===== src/pkg/mpcs_regs.svh =====
/*
 * timing and field constants for the multiport MAC client stream block.
 * assumes inclusion by bare name; definitions only.
 */
`ifndef MPCS_REGS_SVH
`define MPCS_REGS_SVH
// ==========================================================================
// clock rates and divider counts (core clock 20 MHz)
`define MPCS_CORE_CLK_KHZ      20000
`define MPCS_LINK_1000_KHZ     125000
`define MPCS_LINK_100_KHZ      25000
`define MPCS_LINK_10_KHZ       2500
// half-period of the 2.5 MHz strobe: 20000/2500/2 = 4 core cycles
`define MPCS_DIV_10_HALF       (`MPCS_CORE_CLK_KHZ / `MPCS_LINK_10_KHZ / 2)
`define MPCS_DIV_W             4
// ==========================================================================
// error vector and data widths, crc constants
`define MPCS_ERR_W             5
`define MPCS_DATA_W            8
`define MPCS_CRC_INIT          32'hFFFF_FFFF
`define MPCS_CRC_POLY          32'hEDB8_8320
`endif


===== src/pkg/mpcs_pkg.sv =====
/*
 * types shared by the multiport MAC client stream block.
 * assumes mpcs_regs.svh supplies constants.
 */
package mpcs_pkg;
    // ======================================================================
    // link speed select
    typedef enum logic [1:0] {MPCS_SPD_10, MPCS_SPD_100, MPCS_SPD_1000}
        mpcs_speed_t;
    // transmit-side state
    typedef enum logic [1:0] {MPCS_TX_DATA, MPCS_TX_CRC} mpcs_txst_t;
    // receive-side state
    typedef enum logic [1:0] {MPCS_RX_IDLE, MPCS_RX_PASS, MPCS_RX_DROP}
        mpcs_rxst_t;
endpackage


===== src/rtl/mpcs_client.sv =====
/*
 * per-port client stream of a multiport MAC with no internal FIFO:
 * receive path from an internal frame source, transmit path to the
 * media side with optional CRC insertion, and per-port link clocks.
 * assumes all inputs synchronous to CORE_CLK; media-side frame source
 * is an internal byte stream with its own start, end and error flags.
 */
`timescale 1ns/1ps
`include "mpcs_regs.svh"

// What this block does
// - per-port receive clock at 2.5 MHz; the 25/125 MHz speeds pass the core clock
// - per-port transmit clock at 2.5 MHz; the 25/125 MHz speeds pass the core clock
// - receive valid only with valid fields
// - receive start marker with first byte
// - receive end marker with last byte
// - not ready: drop or truncate with error
// - receive error vector with final byte
// - error bits 4..0 map to 5..1
// - transmit error vector forwards frame errored
// - transmit ready when able to accept
// - low CRC control at end inserts CRC
module mpcs_client #(
    parameter int PORTS = 2
) (
    input  wire logic                      CORE_CLK,
    input  wire logic                      RST_B,
    input  wire logic [2*PORTS-1:0]        SPEED,
    output logic      [PORTS-1:0]          MAC_RX_CLK,
    output logic      [PORTS-1:0]          MAC_TX_CLK,
    // media-side receive source (one byte per cycle, no back-pressure)
    input  wire logic [PORTS-1:0]          MED_RX_VALID,
    input  wire logic [8*PORTS-1:0]        MED_RX_DATA,
    input  wire logic [PORTS-1:0]          MED_RX_SOP,
    input  wire logic [PORTS-1:0]          MED_RX_EOP,
    input  wire logic [6*PORTS-1:0]        MED_RX_ERR,
    // client receive stream
    output logic      [PORTS-1:0]          RX_VALID,
    output logic      [8*PORTS-1:0]        RX_DATA,
    output logic      [PORTS-1:0]          RX_SOP,
    output logic      [PORTS-1:0]          RX_EOP,
    output logic      [5*PORTS-1:0]        RX_ERROR,
    input  wire logic [PORTS-1:0]          RX_READY,
    // client transmit stream
    input  wire logic [PORTS-1:0]          TX_VALID,
    input  wire logic [8*PORTS-1:0]        TX_DATA,
    input  wire logic [PORTS-1:0]          TX_SOP,
    input  wire logic [PORTS-1:0]          TX_EOP,
    input  wire logic [5*PORTS-1:0]        TX_ERROR,
    input  wire logic [PORTS-1:0]          TX_CRC_FWD_B,
    output logic      [PORTS-1:0]          TX_READY,
    // media-side transmit sink
    output logic      [PORTS-1:0]          MED_TX_EN,
    output logic      [8*PORTS-1:0]        MED_TX_DATA,
    output logic      [PORTS-1:0]          MED_TX_ERR,
    input  wire logic [PORTS-1:0]          MED_TX_READY
);
    localparam int DW = `MPCS_DATA_W;
    localparam int EW = `MPCS_ERR_W;

    // ======================================================================
    // per-port logic: every stream is replicated by this loop
    genvar p;
    generate
        for (p = 0; p < PORTS; p++)
        begin : g_port
            typedef struct packed {
                logic [`MPCS_DIV_W-1:0] div;
                logic                   lclk;
                mpcs_pkg::mpcs_rxst_t   rxst;
                // two-entry receive buffer
                logic [1:0]             bv;
                logic [1:0][DW+EW+1:0]  bd;
                logic                   bwr;
                logic                   brd;
                mpcs_pkg::mpcs_txst_t   txst;
                logic [31:0]            crc;
                logic [1:0]             crc_idx;
                logic                   terr;
                logic                   men;
                logic [DW-1:0]          mdata;
                logic                   merr;
            } mpcs_port_t;

            mpcs_port_t st;
            mpcs_port_t next_st;
            mpcs_pkg::mpcs_speed_t spd;
            logic [DW-1:0] rdat;
            logic [EW-1:0] rerr;
            logic          push;
            logic          pop;
            logic          full;
            logic [DW+EW+1:0] head;
            logic          tx_take;
            logic          med_free;

            assign spd  = mpcs_pkg::mpcs_speed_t'(SPEED[2*p +: 2]);
            assign rdat = MED_RX_DATA[DW*p +: DW];
            // media error bits 5..1 land on vector bits 4..0
            assign rerr = MED_RX_ERR[6*p+1 +: EW];
            assign full = &st.bv;
            assign head = st.bd[st.brd];
            assign pop  = st.bv[st.brd] & RX_READY[p];
            assign med_free = ~st.men | MED_TX_READY[p];
            // stall the client while the CRC tail is being sent
            assign TX_READY[p] = med_free &
                (st.txst == mpcs_pkg::MPCS_TX_DATA);
            assign tx_take = TX_VALID[p] & TX_READY[p];

            // link clocks: full rate shown as the core clock gated level
            assign MAC_RX_CLK[p] = (spd == mpcs_pkg::MPCS_SPD_10) ?
                                   st.lclk : CORE_CLK;
            assign MAC_TX_CLK[p] = MAC_RX_CLK[p];

            // receive outputs straight from buffer flip-flops
            assign RX_VALID[p]        = st.bv[st.brd];
            assign RX_DATA[DW*p +: DW] = head[DW+EW+1:EW+2];
            assign RX_SOP[p]          = head[EW+1];
            assign RX_EOP[p]          = head[EW];
            assign RX_ERROR[EW*p +: EW] = head[EW-1:0];
            assign MED_TX_EN[p]       = st.men;
            assign MED_TX_DATA[DW*p +: DW] = st.mdata;
            assign MED_TX_ERR[p]      = st.merr;

            // next-state: divider, receive drop/truncate, transmit CRC
            always_comb
            begin
                logic [31:0] c;
                logic [DW-1:0] b;
                c = st.crc;
                b = '0;
                next_st = st;
                push = 1'b0;
                // 2.5 MHz strobe from core clock divider
                if (st.div == `MPCS_DIV_W'(`MPCS_DIV_10_HALF - 1))
                begin
                    next_st.div  = '0;
                    next_st.lclk = ~st.lclk;
                end
                else
                begin
                    next_st.div = st.div + `MPCS_DIV_W'(1);
                end
                if (pop)
                begin
                    next_st.bv[st.brd] = 1'b0;
                    next_st.brd = ~st.brd;
                end
                // receive: buffer full mid-frame truncates with error
                if (MED_RX_VALID[p])
                begin
                    unique case (st.rxst)
                        mpcs_pkg::MPCS_RX_IDLE,
                        mpcs_pkg::MPCS_RX_PASS:
                        begin
                            if (full && !pop)
                            begin
                                if (st.rxst == mpcs_pkg::MPCS_RX_PASS)
                                begin
                                    // mark last buffered byte as errored end
                                    next_st.bd[~st.bwr][EW] = 1'b1;
                                    next_st.bd[~st.bwr][0]  = 1'b1;
                                end
                                next_st.rxst = MED_RX_EOP[p] ?
                                    mpcs_pkg::MPCS_RX_IDLE :
                                    mpcs_pkg::MPCS_RX_DROP;
                            end
                            else if (MED_RX_SOP[p] ||
                                     st.rxst == mpcs_pkg::MPCS_RX_PASS)
                            begin
                                push = 1'b1;
                                next_st.bd[st.bwr] = {rdat, MED_RX_SOP[p],
                                    MED_RX_EOP[p],
                                    MED_RX_EOP[p] ? rerr : 5'h0_0};
                                next_st.bv[st.bwr] = 1'b1;
                                next_st.bwr = ~st.bwr;
                                next_st.rxst = MED_RX_EOP[p] ?
                                    mpcs_pkg::MPCS_RX_IDLE :
                                    mpcs_pkg::MPCS_RX_PASS;
                            end
                        end
                        mpcs_pkg::MPCS_RX_DROP:
                        begin
                            // rest of a truncated frame is discarded
                            if (MED_RX_EOP[p])
                                next_st.rxst = mpcs_pkg::MPCS_RX_IDLE;
                        end
                        default: next_st.rxst = mpcs_pkg::MPCS_RX_IDLE;
                    endcase
                end
                // transmit path
                if (med_free)
                begin
                    // error flag must not outlive its byte on the media
                    next_st.men  = 1'b0;
                    next_st.merr = 1'b0;
                end
                if (tx_take)
                begin
                    b = TX_DATA[DW*p +: DW];
                    if (TX_SOP[p])
                        c = `MPCS_CRC_INIT;
                    for (int k = 0; k < 8; k++)
                        c = (c >> 1) ^ (((c[0] ^ b[k])) ?
                            `MPCS_CRC_POLY : 32'h0000_0000);
                    next_st.crc   = c;
                    next_st.men   = 1'b1;
                    next_st.mdata = b;
                    next_st.terr  = |TX_ERROR[EW*p +: EW];
                    next_st.merr  = 1'b0;
                    if (TX_EOP[p])
                    begin
                        if (!TX_CRC_FWD_B[p])
                        begin
                            next_st.txst    = mpcs_pkg::MPCS_TX_CRC;
                            next_st.crc_idx = 2'd0;
                        end
                        else
                        begin
                            next_st.merr = |TX_ERROR[EW*p +: EW];
                        end
                    end
                end
                else if (st.txst == mpcs_pkg::MPCS_TX_CRC && med_free)
                begin
                    c = ~st.crc;
                    next_st.men   = 1'b1;
                    next_st.mdata = c[8*st.crc_idx +: 8];
                    next_st.merr  = (st.crc_idx == 2'd3) & st.terr;
                    next_st.crc_idx = st.crc_idx + 2'd1;
                    if (st.crc_idx == 2'd3)
                        next_st.txst = mpcs_pkg::MPCS_TX_DATA;
                end
            end

            // state register
            always_ff @(posedge CORE_CLK or negedge RST_B)
            begin
                if (!RST_B)
                    st <= '0;
                else
                    st <= next_st;
            end

        end
    endgenerate
endmodule // mpcs_client


===== config.mk =====
export PLATFORM = sky130hd
export DESIGN_NAME = mpcs_client
export DESIGN_NICKNAME = d
export VERILOG_FILES = /design/src/pkg/mpcs_pkg.sv /design/src/rtl/mpcs_client.sv
export VERILOG_INCLUDE_DIRS = /design/src /design/src/pkg
export SDC_FILE = /design/constraint.sdc
export NUM_CORES = 1
export LEC_CHECK = 0
export BUFFER_PORTS_ARGS = -buffer_cell sky130_fd_sc_hd__buf_4
export CAP_MARGIN = 20
export CELL_PAD_IN_SITES_DETAIL_PLACEMENT = 1
export CELL_PAD_IN_SITES_GLOBAL_PLACEMENT = 1
export CORE_MARGIN = 1.5
export CORE_UTILIZATION = 36
export CTS_BUF_LIST = sky130_fd_sc_hd__clkbuf_16
export DETAILED_ROUTE_END_ITERATION = 8
export HOLD_SLACK_MARGIN = 0.15
export PLACE_DENSITY = 0.8
export SYNTH_ARGS = -nofsm -noshare
export SYNTH_HDL_FRONTEND = slang
export SYNTH_SLANG_ARGS = --single-unit

===== constraint.sdc =====
create_clock -name CORE_CLK -period 1.85 [get_ports CORE_CLK]
set_input_delay 0.185 -clock CORE_CLK [delete_from_list [all_inputs] [get_ports CORE_CLK]]
set_output_delay 0.185 -clock CORE_CLK [all_outputs]
set_load 0.005 [all_outputs]

After elaboration in Yosys (flattened, before gate mapping)
Cells that the tools add are included.
{"block": "totals", "latch_bits": 0, "n_memories": 0, "out_inout_bits": 58, "rom_bits": 0, "ramBits": 0, "inputBits": 78, "register_bits": 176}
{"block": "op_classes", "shift": 2, "n_addsub": 4, "n_mux": 110, "mul": 0, "magnitude_cmp": 12, "div": 0, "n_reduce_logical": 44, "n_eq_ne": 20, "bitwise_logic": 64}
{"cell": "32-bit 2-to-1 mux", "count": 20}
{"cell": "31-bit by 32-bit bitwise XOR with 32-bit output", "count": 16}
{"cell": "33-bit 2-to-1 mux", "count": 4}
{"cell": "30-bit 2-to-1 mux", "count": 4}
{"cell": "30-bit OR", "count": 4}
{"cell": "15-bit demux with 1-bit select", "count": 6}
{"cell": "15-bit 2-to-1 mux", "count": 6}
{"cell": "35-bit 2-to-1 mux", "count": 2}
{"cell": "32-bit NOT", "count": 2}
{"cell": "32-bit by 6-bit variable part select with 8-bit output", "count": 2}
{"cell": "30-bit bitwise mux", "count": 2}
{"cell": "2-bit 2-to-1 mux", "count": 28}
{"cell": "10-bit 2-to-1 mux", "count": 4}
{"cell": "4-bit AND reduction", "count": 6}
{"cell": "1-bit 2-to-1 mux", "count": 22}
{"cell": "1-bit bitwise XOR", "count": 16}
{"cell": "2-bit logical NOT", "count": 6}
{"cell": "1-bit by 2-bit less-than comparator with 1-bit output (second input constant)", "count": 6}
{"cell": "6-bit 2-to-1 mux", "count": 2}
{"cell": "2-bit inequality test (second input constant)", "count": 6}
{"cell": "3-bit AND reduction", "count": 4}
{"cell": "2-bit nonzero test", "count": 6}
{"cell": "1-bit logical AND", "count": 10}
{"cell": "5-bit 2-to-1 mux", "count": 2}
{"cell": "23 further kinds", "count": 70}

Longest topological paths before layout
{"block": "logic_depth", "word_depth": 29, "depth_mapped": 8, "mapped_depth_nobuf": 6}

==> impl_metrics.env <==
export IMPL_status="finished with violations"
export IMPL_violations="negative setup slack"
export IMPL_cp_required_ps=2310
export IMPL_fin_crit_sh_pct=117
export IMPL_antenna_found_initial=0
export IMPL_path_clk_slew_ps=70
export IMPL_yosys_top_cells_area="dfrtp_1 44%, xnor2_1 11%, mux2_2 8.1%"
export IMPL_grt_pass1_wl_um=48900
export IMPL_fin_skew_ps=11.5
export IMPL_rsz0062_at_grt="yes"
export IMPL_setup_violations=20
export IMPL_routedWlPerCell_um=21.4
export IMPL_die_area_mm2=0.0284
export IMPL_ir_drop_uv=840
export IMPL_synth_fa_ha_area_share_pct=0.508
export IMPL_grt_usage_pct=22.7
export IMPL_max_slew_worst_pin_slew_ps=677
export IMPL_slowest_delay_ps=580
export IMPL_antenna_cells=0
export IMPL_fmax_mhz=462
export IMPL_pre_cts_slack_ps=-103
export IMPL_critPathCaptureType="register"
export IMPL_worstPathMaxFanout=4
export IMPL_grt_max_degree=63
export IMPL_final_hold_viol_count=0
export IMPL_synth_top_area_share_pct=44.2
export IMPL_rows=60
export IMPL_numPortBuffers=133
export IMPL_clk_latency_ps=550
export IMPL_syn_nets=1024
export IMPL_path_buf_inv=1
export IMPL_final_util_pct=51.1
export IMPL_vias=8180
export IMPL_totalNegativeSetupSlack_ps=-1780
export IMPL_ys_types=49
export IMPL_synthCells=942
export IMPL_fin_nets=1276
export IMPL_arrival_ps=2630
export IMPL_p_per_area_mw_per_mm2=1950
export IMPL_core_mm2=0.0269
export IMPL_synth_ff_type="dfrtp_1"
export IMPL_cts_tree="yes"
export IMPL_fillers=2842
export IMPL_syn_cell_area_mm2=0.00985
export IMPL_die_w_um=168
export IMPL_synth_warnings=0
export IMPL_grt_pass1_vias=8854
export IMPL_yosysTopAreaCell="dfrtp_1"
export IMPL_synth_top_family_by_area="XOR/XNOR gates"
export IMPL_relSlewSlack_pct=54.6
export IMPL_initial_core_util_pct=36.7
export IMPL_hp_class="input port to register"
export IMPL_wirelength_um=33100
export IMPL_yosysSeqAreaShare_pct=44.2
export IMPL_final_cells=1548
export IMPL_area_delta_synth_final_pct=39.3
export IMPL_async_flop_share_pct=100
export IMPL_dp_hpwl_um=18900
export IMPL_antenna_left=0
export IMPL_synth_xor_area_share_pct=19.6
export IMPL_power_leakage_nw=6.17
export IMPL_overflow=0
export IMPL_synth_edf_count=0
export IMPL_dr_pass1_iters=5
export IMPL_maxCapViolations=0
export IMPL_crit_chain="buf_4, nor2_4, xnor2_2, xnor2_1, xnor3_2, xor2_1, o21ai_1"
export IMPL_min_period_ps=2160
export IMPL_synth_simple_area_share_pct=10.4
export IMPL_criticalPathCategory="register to register"
export IMPL_drive_gt1_share_pct=36.5
export IMPL_fin_ws_ps=-313
export IMPL_crit_family="XOR/XNOR gates"
export IMPL_drtIter0Drc=469
export IMPL_maxSlewViolCount=0
export IMPL_via_per_inst=5.28
export IMPL_io_pins=136
export IMPL_crit_slowest_cell="xnor3_2"
export IMPL_startpoint_type="register"
export IMPL_syn_avg_cell_area_um2=10.5
export IMPL_synth_compound_area_share_pct=8.92
export IMPL_die_h_um=168
export IMPL_place_inst=1415
export IMPL_gp_congestion=0.820
export IMPL_synthMuxAreaShare_pct=11.9
export IMPL_ys_seq_elements=174
export IMPL_drc_errors=0
## routing by layer
layer	wire [um]	global-route usage [%]	up-vias
met5	0	0	-
met2	17200	40.3	267
met3	1420	5.27	85
li1	-	-	3640
met1	13200	25.6	4188
met4	1250	11.2	0
## per-stage QoR
step / total power (W) / cell area, um^2 / hold WS, ps
finish: 0.0267 / 13700 / 152
global route: 0.0282 / 13700 / 231
CTS: 0.0251 / 13400 / 154
detailed placement: 0.0192 / 11600 / 234
global placement: 0.0187 / 11600 / 227
floorplan: 0.0149 / 9850 / -111
## placed cells by master (no fill, tap or decap), types with 6 or more instances in the layout
master / count
clkbuf_16: 25
dfrtp_1: 166
o21ai_0: 81
buf_4: 219
a21oi_1: 10
xnor2_2: 26
inv_6: 6
buf_6: 10
nand3_1: 10
a22oi_1: 16
buf_12: 14
nand2_1: 123
nor2_1: 69
nor2_2: 6
dfrtp_2: 8
xnor2_1: 103
mux2_2: 68
o21ai_1: 27
mux4_2: 16
dlygate4sd3_1: 64
inv_1: 6
xor2_1: 33
xnor2_4: 9
## timing repair
action,4_1_cts,5_1_grt
pin swaps,19,22
endpoints found under the setup margin,36,62
hold buffers,64,0
gates cloned,0,0
resized for setup,31,44
endpoints found under the hold margin,270,0
setup buffers,11,20
## final cells by class
type | instances | area, um^2 | area share (%)
inverter | 6 | 22.5 | 0.164
tap | 341 | 427 | 3.11
clock inverter | 15 | 190 | 1.39
sequential | 174 | 4360 | 31.8
multi-input combinational | 680 | 5410 | 39.5
timing repair buffer | 303 | 2630 | 19.2
clock buffer | 29 | 671 | 4.89
## where the power goes
part	leakage [nW]	internal [W]	switching, W
logic	3.60	0.00794	0.00675
registers	2.13	0.00551	0.00157
clock network	0.437	0.00290	0.00209
total	6.17	0.0163	0.0104
## cells by family (layout without fill, tap and decap cells)
group                      after synthesis  in the layout
AOI/OAI and AO/OA                      156            156
xor gates and xnor gates               187            187
adders and majority gates                4              4
buffers and inverters                   88            353
DFF                                    174            174
muxes                                   88             88
and+or+nand+nor                        245            245
## synth_stat cells (2+ instances only)
cell type and count:
or3_1 2, nor2_1 78, inv_1 6, o21ai_0 82, or4_1 2, a21oi_1 11, and2_1 2, mux2_2 71
buf_1 6, xor2_2 3, nor3_1 2, o22ai_1 2, buf_4 23, nor2b_1 7, xnor2_2 8, nand3b_1 3
a2bb2oi_1 2, nor3b_1 3, dfrtp_1 174, a22oi_1 16, a21o_1 4, nand2b_1 5, clkbuf_1 37, xor2_1 38
and3b_1 2, xnor3_1 6, a22o_1 2, nand3_1 10, buf_2 15, a32o_1 2, ha_1 4, mux4_2 16
nand2_1 124, nor2_2 2, o21ai_1 26, a31oi_1 5, xnor2_1 125, xnor2_4 5
## final timing paths
kind,end,depth (start not counted),from,slack [ps]
min reg2reg,g_port[0].st[64]$_DFFE_PN0P_,2,g_port[0].st[64]$_DFFE_PN0P_,470
max in group asynchronous,g_port[1].st[13]$_DFFE_PN0P_,3,RST_B,990
max,g_port[1].st[35]$_DFFE_PN0P_,7,g_port[1].st[13]$_DFFE_PN0P_,-310
min,g_port[1].st[10]$_DFFE_PN0P_,5,TX_ERROR[9],150
min in group asynchronous,g_port[1].st[32]$_DFFE_PN0P_,2,RST_B,190
max reg2reg,g_port[1].st[35]$_DFFE_PN0P_,7,g_port[1].st[13]$_DFFE_PN0P_,-310
## worst min-delay path: stages
cell and delay (ps):
buf_4 70, or4_1 80, nor2_1 40, buf_4 140, o21ai_0 130
Power figures use the tool's default switching activity.
